`config.mk`:
```
export PLATFORM = sky130hd
export DESIGN_NAME = lsp_cache_ctl
export DESIGN_NICKNAME = d
export VERILOG_FILES = /design/src/lsp_pkg.sv /design/src/lsp_cache_ctl.sv /design/src/lsp_pipe_ctl.sv /design/src/lsp_strap_latch.sv
export VERILOG_INCLUDE_DIRS = /design/src
export SDC_FILE = /design/constraint.sdc
export NUM_CORES = 1
export LEC_CHECK = 0
export BUFFER_PORTS_ARGS = -buffer_cell sky130_fd_sc_hd__buf_2
export CELL_PAD_IN_SITES_DETAIL_PLACEMENT = 2
export CELL_PAD_IN_SITES_GLOBAL_PLACEMENT = 2
export CORE_ASPECT_RATIO = 1.25
export CORE_MARGIN = 2
export CORE_UTILIZATION = 23
export DETAILED_ROUTE_END_ITERATION = 10
export GPL_TIMING_DRIVEN = 1
export HOLD_SLACK_MARGIN = 0.1
export PLACE_DENSITY_LB_ADDON = 0.1
export SLEW_MARGIN = 20
export SYNTH_ARGS = -nofsm -noshare
export SYNTH_HDL_FRONTEND = slang
export SYNTH_HIERARCHICAL = 1
export SYNTH_SLANG_ARGS = --single-unit
```
`constraint.sdc`:
```
create_clock -name clk -period 1.8 [get_ports clk]
set_clock_uncertainty 0.05 [all_clocks]
set_input_delay 0.36 -clock clk [delete_from_list [all_inputs] [get_ports clk]]
set_output_delay 0.36 -clock clk [all_outputs]
set_load 0.02 [all_outputs]
```
`src/lsp_defines.svh`:
```
// Constants for the L2 SRAM type and pipelined next-address control block.
// Behaviour
// - Reset release loads type from inverted address straps.
// - Software writes replace the strap-loaded type.
// - Deselect SRAM after next-address in 512K pipelined mode; reselect on strobe.
// - In 512K pipelined mode, cache strobe with final ready when pipelined pending.
// - Disable bit set blocks next-address request.
// - Otherwise next-address follows type and size.
// - Size 00 none, 01 256K, 10 512K.
`ifndef LSP_DEFINES_SVH
`define LSP_DEFINES_SVH

// Register map, byte addresses on the Wishbone slave.
`define LSP_ADDR_W 4
`define LSP_OFF_CACHE_CONTROL 4'h0
`define LSP_OFF_STATUS 4'h4

// Field positions in cache_control.
`define LSP_SCS_HI 7
`define LSP_SCS_LO 6
`define LSP_TYPE_HI 5
`define LSP_TYPE_LO 4
`define LSP_NAD_BIT 3
`define LSP_LOW_HI 2

// Reset value of the non-strap bits (next_addr_disable set, low bits 010).
`define LSP_CC_LOW_RESET 4'hA

// Encodings of the two fields.
`define LSP_TYPE_ONE_BANK 2'h0
`define LSP_TYPE_TWO_BANK 2'h3
`define LSP_SIZE_NONE 2'h0
`define LSP_SIZE_256K 2'h1
`define LSP_SIZE_512K 2'h2

`endif

```
`src/lsp_pkg.sv`:
```
// Types shared by the L2 SRAM type and pipeline control block.
package lsp_pkg;
	typedef enum logic [1:0] {
		LSP_IDLE = 2'b00,
		LSP_BURST = 2'b01,
		LSP_NA_SENT = 2'b10,
		LSP_PIPE_PEND = 2'b11
	} lsp_state_t;
endpackage

```
`src/lsp_cache_ctl.sv`:
```
// Top: cache_control register on Wishbone and the pin-level pipeline control.
//
// The implementer's own choices: the Wishbone interface to the registers and the placing of the registers.
`timescale 1ns/1ps
`include "lsp_defines.svh"
module lsp_cache_ctl (
	input wire logic clk,
	input wire logic resetn,
	input wire logic wb_cyc_i,
	input wire logic wb_stb_i,
	input wire logic wb_we_i,
	input wire logic [`LSP_ADDR_W-1:0] wb_adr_i,
	input wire logic [3:0] wb_sel_i,
	input wire logic [31:0] wb_dat_i,
	output logic [31:0] wb_dat_o,
	output logic wb_ack_o,
	input wire logic [3:0] hostAddrStrap,
	input wire logic cpu_addr_strobe_n,
	input wire logic burst_ready_n,
	input wire logic lastBurstReady,
	output logic next_address_request_n,
	output logic cache_sram_select_n,
	output logic cache_addr_strobe_n,
	output logic [1:0] l2_sram_type_field,
	output logic [1:0] secondary_cache_size
);
	logic [7:0] cache_control_r;
	logic [7:0] cache_control_nxt;
	logic ack_r;
	logic [31:0] rdata_r;
	logic [3:0] strapInv;
	logic strapValid;
	logic strapValidD_r;
	logic naReq;
	logic sramSelDrop;
	logic cacheStrobe;
	logic pipeMode;
	lsp_pkg::lsp_state_t pipeState;

	////////////////////////////////////////////////////////////////////////
	// Strap capture for the size and type fields.
	lsp_strap_latch u_strap (
		.clk(clk),
		.resetn(resetn),
		.strapAddr(hostAddrStrap),
		.strapInv(strapInv),
		.strapValid(strapValid)
	);

	////////////////////////////////////////////////////////////////////////
	// Bus decode. The slave answers every access one cycle after the
	// request; unmapped reads return zero and unmapped writes are dropped.
	wire busReq = wb_cyc_i && wb_stb_i && !ack_r;
	wire hitCc = (wb_adr_i == `LSP_OFF_CACHE_CONTROL);
	wire hitSt = (wb_adr_i == `LSP_OFF_STATUS);
	wire ccWrite = busReq && wb_we_i && hitCc && wb_sel_i[0];
	wire strapLoad = strapValid && !strapValidD_r;

	// Strap load happens once, at the second clock edge after reset release, and wins over a bus write in the same cycle.
	always_comb begin
		cache_control_nxt = cache_control_r;
		if (strapLoad) begin
			cache_control_nxt[`LSP_SCS_HI:`LSP_TYPE_LO] = strapInv;
		end else if (ccWrite) begin
			cache_control_nxt = wb_dat_i[7:0];
		end
	end

	always_ff @(posedge clk or negedge resetn) begin
		if (!resetn) begin
			cache_control_r <= {4'h0, `LSP_CC_LOW_RESET};
			strapValidD_r <= 1'b0;
		end else begin
			cache_control_r <= cache_control_nxt;
			strapValidD_r <= strapValid;
		end
	end

	// Read data and ack are registered.
	always_ff @(posedge clk or negedge resetn) begin
		if (!resetn) begin
			ack_r <= 1'b0;
			rdata_r <= 32'h0;
		end else begin
			ack_r <= busReq;
			if (busReq && !wb_we_i) begin
				rdata_r <= hitCc ? {24'h0, cache_control_r} :
					hitSt ? {29'h0, pipeMode, pipeState} : 32'h0;
			end
		end
	end

	assign wb_ack_o = ack_r;
	assign wb_dat_o = rdata_r;

	////////////////////////////////////////////////////////////////////////
	// Field decode; the written value governs from the next cycle on.
	// type encoding
	wire [1:0] sramType = cache_control_r[`LSP_TYPE_HI:`LSP_TYPE_LO];
	wire [1:0] cacheSize = cache_control_r[`LSP_SCS_HI:`LSP_SCS_LO];
	wire nextAddrDisable = cache_control_r[`LSP_NAD_BIT];
	wire typeIsPipelined = (sramType == `LSP_TYPE_ONE_BANK) || (sramType == `LSP_TYPE_TWO_BANK);
	wire sizeValid = (cacheSize == `LSP_SIZE_256K) || (cacheSize == `LSP_SIZE_512K);
	assign pipeMode = typeIsPipelined && (cacheSize == `LSP_SIZE_512K);
	wire naAllowed = !nextAddrDisable && typeIsPipelined && sizeValid && strapValidD_r;

	////////////////////////////////////////////////////////////////////////
	// Pipeline sequencer, active-high inside.
	lsp_pipe_ctl u_pipe (
		.clk(clk),
		.resetn(resetn),
		.naAllowed(naAllowed),
		.pipeMode(pipeMode),
		.cpuAddrStrobe(!cpu_addr_strobe_n),
		.burstReady(!burst_ready_n),
		.lastReady(lastBurstReady),
		.naReq(naReq),
		.sramSelDrop(sramSelDrop),
		.cacheStrobe(cacheStrobe),
		.state(pipeState)
	);

	// Pin drive; chip select goes high when the size field is none or while sramSelDrop is set.
	assign next_address_request_n = !naReq;
	assign cache_sram_select_n = sramSelDrop || (cacheSize == `LSP_SIZE_NONE);
	assign cache_addr_strobe_n = !cacheStrobe;
	assign l2_sram_type_field = sramType;
	assign secondary_cache_size = cacheSize;
endmodule

```
`src/lsp_pipe_ctl.sv`:
```
// Pipelined burst sequencer: next-address, SRAM select and cache strobe.
`timescale 1ns/1ps
`include "lsp_defines.svh"
module lsp_pipe_ctl (
	input wire logic clk,
	input wire logic resetn,
	input wire logic naAllowed,
	input wire logic pipeMode,
	input wire logic cpuAddrStrobe,
	input wire logic burstReady,
	input wire logic lastReady,
	output logic naReq,
	output logic sramSelDrop,
	output logic cacheStrobe,
	output lsp_pkg::lsp_state_t state
);
	lsp_pkg::lsp_state_t state_r;
	lsp_pkg::lsp_state_t state_nxt;

	////////////////////////////////////////////////////////////////////////
	// A cycle opens on a strobe; next-address goes out on the first ready
	// of the burst, and a second strobe in that window is the pipelined one.
	always_comb begin
		state_nxt = state_r;
		case (state_r)
			lsp_pkg::LSP_IDLE: begin
				if (cpuAddrStrobe) begin
					state_nxt = lsp_pkg::LSP_BURST;
				end
			end
			lsp_pkg::LSP_BURST: begin
				if (burstReady && lastReady) begin
					state_nxt = lsp_pkg::LSP_IDLE;
				end else if (burstReady && naAllowed) begin
					state_nxt = lsp_pkg::LSP_NA_SENT;
				end
			end
			lsp_pkg::LSP_NA_SENT: begin
				if (cpuAddrStrobe && burstReady && lastReady) begin
					state_nxt = lsp_pkg::LSP_BURST;
				end else if (cpuAddrStrobe) begin
					state_nxt = lsp_pkg::LSP_PIPE_PEND;
				end else if (burstReady && lastReady) begin
					state_nxt = lsp_pkg::LSP_IDLE;
				end
			end
			lsp_pkg::LSP_PIPE_PEND: begin
				if (burstReady && lastReady) begin
					state_nxt = lsp_pkg::LSP_BURST;
				end
			end
			default: state_nxt = lsp_pkg::LSP_IDLE;
		endcase
	end

	always_ff @(posedge clk or negedge resetn) begin
		if (!resetn) begin
			state_r <= lsp_pkg::LSP_IDLE;
		end else begin
			state_r <= state_nxt;
		end
	end

	////////////////////////////////////////////////////////////////////////
	// allowed next-address
	assign naReq = (state_r == lsp_pkg::LSP_BURST) && burstReady && !lastReady && naAllowed;
	assign sramSelDrop = pipeMode && (state_r == lsp_pkg::LSP_NA_SENT) && !cpuAddrStrobe;
	assign cacheStrobe = pipeMode && burstReady && lastReady &&
		((state_r == lsp_pkg::LSP_PIPE_PEND) ||
		((state_r == lsp_pkg::LSP_NA_SENT) && cpuAddrStrobe));
	assign state = state_r;
endmodule

```
`src/lsp_strap_latch.sv`:
```
// Catches the strap levels once, on the first clock after reset release.
`timescale 1ns/1ps
`include "lsp_defines.svh"
module lsp_strap_latch (
	input wire logic clk,
	input wire logic resetn,
	input wire logic [3:0] strapAddr,
	output logic [3:0] strapInv,
	output logic strapValid
);
	logic captured_r;
	logic [3:0] value_r;

	////////////////////////////////////////////////////////////////////////
	// Asynchronous reset may only load constants, so the strap is taken
	// by the first clock edge after the release.
	// inverted strap capture
	always_ff @(posedge clk or negedge resetn) begin
		if (!resetn) begin
			captured_r <= 1'b0;
			value_r <= 4'h0;
		end else if (!captured_r) begin
			captured_r <= 1'b1;
			value_r <= ~strapAddr;
		end
	end

	assign strapInv = value_r;
	assign strapValid = captured_r;
endmodule

```
==> results.txt <==
----------------------------------------------------
[Status]
  Status ... finished with violations
  Violations in the final reports ... setup timing

[Layout]
  Layout overhead on the synthesized area ... 30.1%
  Final layout net count ... 284
  Fraction of final layout cells sized beyond drive strength 1 ... 0.387
  Fill cell total of the finished layout ... 791
  Final instance area ... 0.00202 mm2
  N_diodes ... 0
  Utilization after layout ... 0.309

[STA]
  Slew at the pin closest to its max-slew limit ... 0.580 ns
  Normalized max-slew margin ... 0.613
  Setup repair after global routing missed its margin ... true
  Final-report setup violation count ... 4
  Worst hold margin ... 0.204 ns
  Tmin final ... 2.02 ns
  Final setup slack of the worst path ... -0.219 ns
  Final cycle utilization of the critical path ... 1.12
  Final Slew Violations ... 0
  Final hold violation count ... 0
  Highest clock frequency the design can meet ... 495 MHz

[Flow run]
  Number of max-cap violations ... 0

[GRT]
  All-Layer GR Usage ... 0.121
  Largest net degree at the start of global routing ... 26
  Number of global-route vias before repair ... 1452
  First-pass GRT wire length ... 7070 um
  Antenna violations before repair ... 0
  Global route total overflow ... 0

[Setup path]
  Startpoint types ... flip-flop
  Reg-to-reg startpoint ... cache_control_r[7]$_DFFE_PN0P_
  Data arrival at the endpoint of the critical path ... 1.61 ns
  R2R Setup Slk ... -0.01 ns
  Crit. End Element ... output port
  R2R depth ... 9
  Critical path type ... flip-flop to output port
  Endpoint of the worst-slack reg-to-reg timing path ... u_pipe/state[1]$_DFFE_PN0P_
  Required time at the endpoint of the critical path ... 1.39 ns
  Max Fanout on Critical Path ... 3

[Routing]
  DR vias ... 1313
  Vias per cell ... 4.21
  Remaining routing DRC violations ... 0
  Post-Route WL ... 4370 um
  Number of routed nets with antenna violations ... 0
  Detailed router's first-iteration violation count ... 17
  Post-detailed-route wirelength per cell ... 14.0 um
  Iteration count of the initial detailed-routing pass ... 3

[Floorplanning]
  Number of standard-cell rows in the floorplan ... 33
  Chip Height ... 95.8 um
  Effective utilization at floorplan ... 0.238
  Core Box Area ... 0.00652 mm2
  Die footprint ... 0.00742 mm2
  DIE WIDTH ... 77.4 um
  Number of top-level pins ... 92

[Synthesis]
  Number of warnings issued by yosys ... 6
  Number of storage elements in the synthesis netlist ... 25
  Count of unique library cells instantiated by Yosys ... 38
  Post-synthesis instance total ... 167
  Sequential cell area fraction in the yosys report ... 0.405
  Mean cell area of the mapped netlist ... 9.28 um2
  Synthesized cell area ... 0.00155 mm2

[Clocking]
  TritonCTS buffer count ... 3
  Clock buffer depth ... 2
  CTS tree ... built
  Latest clock arrival within the worst-skew pair ... 0.27 ns
  Cell chosen for the clock root ... sky130_fd_sc_hd__clkbuf_8
  Clock tree sinks ... 25
  Clock-pin slew reported for the worst setup and hold paths after clock tree synthesis ... 0.09 ns
  H-tree lvl count ... 1

[Power]
  Largest voltage drop on the vdd net ... 0.000255 V
  Overall power ... 1.73 mW
  Power per standard cell area ... 860 mW/mm2
  Leakage power figure ... 0.999 nW

[Placed design]
  Final HPWL from detailed placement ... 3520 um
  Post-placement worst setup slack ... -0.160 ns
  Placer Congestion ... 0.818
  Post-Place Cell Area ... 0.00186 mm2
  Count of buffers inserted at the top-level ports ... 40

[Min path]
  Worst hold-check path type ... primary input to flip-flop
  Min-Delay Endpoint ... u_strap/strapInv[1]$_DFFE_PN0N_
  Hold-critical path depth ... 2
  Worst Hold Launch ... hostAddrStrap[1]

----------------------------------------------------
flip-flops by register name, indices dropped and copies added (netlist names):
name / cells
u_pipe/state: 2
wb_ack_o: 1
strapValidD_r: 1
cache_control_r: 8
wb_dat_o: 8
u_strap/strapValid: 1
u_strap/strapInv: 4
kinds of logic (layout without fill, tap and decap cells):
logic type | count (synthesis) | count (layout) | share of synthesized area
AND/OR/NAND/NOR | 48 | 48 | 0.170
buffers and inverters | 43 | 78 | 0.173
AO/OA/AOI/OAI | 35 | 35 | 0.144
flip-flops | 25 | 25 | 0.405
multiplexers | 7 | 7 | 0.0484
adder cells (fa/ha/maj) | 6 | 6 | 0.0484
other | 2 | 25 | 0.00484
XOR/XNOR | 1 | 1 | 0.00565
cell usage in the layout (no fill, tap or decap), drive strengths merged:
cell         count
buf             61
conb            25
dfrtp           23
nand2           18
inv             12
o31ai            9
a21oi            9
nor2             8
o21ai            8
ha               6
a31oi            5
and3             5
mux2             4
clkbuf           4
mux2i            3
nor2b            2
nand2b           2
dfstp            2
nor3b            2
nor4             2
xnor2            1
and2             1
nand3b           1
nand3            1
or2              1
nand4bb          1
or3              1
or4              1
dlygate4sd3      1
and2b            1
a31o             1
nand4b           1
o22ai            1
o2bb2ai          1
a22o             1
how the worst max path moves through the flow:
| stage | start | end | depth (start not counted) |
|---|---|---|---|
| 2_1_floorplan | wb_adr_i[2] | cache_control_r[0]$_DFFE_PN0P_ | 4 |
| 3_3_place_gp | wb_adr_i[2] | cache_control_r[0]$_DFFE_PN0P_ | 4 |
| 3_5_place_dp | wb_adr_i[2] | cache_control_r[0]$_DFFE_PN0P_ | 4 |
| 4_1_cts | cache_control_r[4]$_DFFE_PN0P_ | next_address_request_n | 7 |
| 5_1_grt | cache_control_r[7]$_DFFE_PN0P_ | next_address_request_n | 8 |
| 6_report | cache_control_r[5]$_DFFE_PN0P_ | cache_sram_select_n | 5 |
repair_timing:
action,CTS,global route
hold endpoints to repair,23,0
pin swaps,7,6
endpoints found under the setup margin,5,5
hold buffers,1,0
buffers inserted,3,1
resized for setup,16,3
layer usage:
layer  global-route usage  share of wire  routed length (um)  up-vias
li1                     -              -                   -      634
met1                0.135           0.40                1740      639
met2                0.240           0.55                2410       36
met3               0.0197          0.039                 172        4
met4               0.0268         0.0096                  42        0
met5                    0              0                   0        -
where the power goes:
group	switching (mW)	leakage (nW)	internal, mW
registers	0.0382	0.313	0.619
clock network	0.186	0.0228	0.159
logic	0.408	0.664	0.324
metrics by stage:
step | std cells | TNS [ns]
2_1_floorplan | 190 | 0
3_3_place_gp | 304 | -0.524
3_5_place_dp | 304 | -0.815
4_1_cts | 311 | -0.771
5_1_grt | 312 | -1.15
6_report | 312 | -0.625
Yosys cell counts:
library cell / number / area [um2]
sky130_fd_sc_hd__or4_1: 1 / 7.51
sky130_fd_sc_hd__and2_1: 1 / 6.26
sky130_fd_sc_hd__a22o_1: 1 / 8.76
sky130_fd_sc_hd__and2b_2: 1 / 8.76
sky130_fd_sc_hd__o22ai_1: 1 / 6.26
sky130_fd_sc_hd__nor4_1: 1 / 6.26
sky130_fd_sc_hd__mux2_2: 4 / 45.0
sky130_fd_sc_hd__dfrtp_1: 23 / 576
sky130_fd_sc_hd__inv_1: 12 / 45.0
sky130_fd_sc_hd__o21ai_0: 7 / 35.0
sky130_fd_sc_hd__a31oi_1: 5 / 31.3
sky130_fd_sc_hd__conb_1: 2 / 7.51
sky130_fd_sc_hd__a21oi_1: 7 / 35.0
sky130_fd_sc_hd__buf_4: 28 / 210
sky130_fd_sc_hd__o2bb2ai_1: 1 / 8.76
sky130_fd_sc_hd__nand2_1: 18 / 67.6
sky130_fd_sc_hd__xnor2_1: 1 / 8.76
sky130_fd_sc_hd__or3_1: 1 / 6.26
sky130_fd_sc_hd__nor2b_1: 2 / 12.5
sky130_fd_sc_hd__o21ai_1: 1 / 5.00
sky130_fd_sc_hd__nand2b_1: 2 / 12.5
sky130_fd_sc_hd__clkbuf_1: 2 / 7.51
sky130_fd_sc_hd__nand3b_1: 1 / 7.51
sky130_fd_sc_hd__mux2i_1: 3 / 30.0
sky130_fd_sc_hd__nand3_1: 1 / 5.00
sky130_fd_sc_hd__dfstp_2: 2 / 52.6
sky130_fd_sc_hd__nor4_4: 1 / 21.3
sky130_fd_sc_hd__ha_1: 6 / 75.1
sky130_fd_sc_hd__a21oi_2: 2 / 17.5
sky130_fd_sc_hd__nor2_1: 8 / 30.0
sky130_fd_sc_hd__and3_1: 5 / 31.3
sky130_fd_sc_hd__o31ai_1: 9 / 67.6
sky130_fd_sc_hd__nor3b_1: 2 / 15.0
sky130_fd_sc_hd__a31o_2: 1 / 8.76
sky130_fd_sc_hd__or2_2: 1 / 6.26
sky130_fd_sc_hd__nand4bb_1: 1 / 11.3
sky130_fd_sc_hd__nand4b_1: 1 / 8.76
sky130_fd_sc_hd__buf_2: 1 / 5.00
area by class of cell:
type | instances | area, um2 | area share
Clock buffer | 4 | 45.0 | 0.0223
Multi-Input combinational cell | 122 | 810 | 0.401
Inverter | 12 | 45.0 | 0.0223
Sequential cell | 25 | 628 | 0.311
Timing Repair Buffer | 62 | 380 | 0.189
Tap cell | 87 | 109 | 0.0540
critical path, cell delays in order (launching register included):
cell and delay [ns]:
sky130_fd_sc_hd__dfrtp_1 0.42, sky130_fd_sc_hd__xnor2_2 0.19, sky130_fd_sc_hd__and2_1 0.19, sky130_fd_sc_hd__and3_1 0.18
sky130_fd_sc_hd__or2_4 0.23, sky130_fd_sc_hd__buf_6 0.13
No activity file was read; power rests on OpenSTA's default activity.
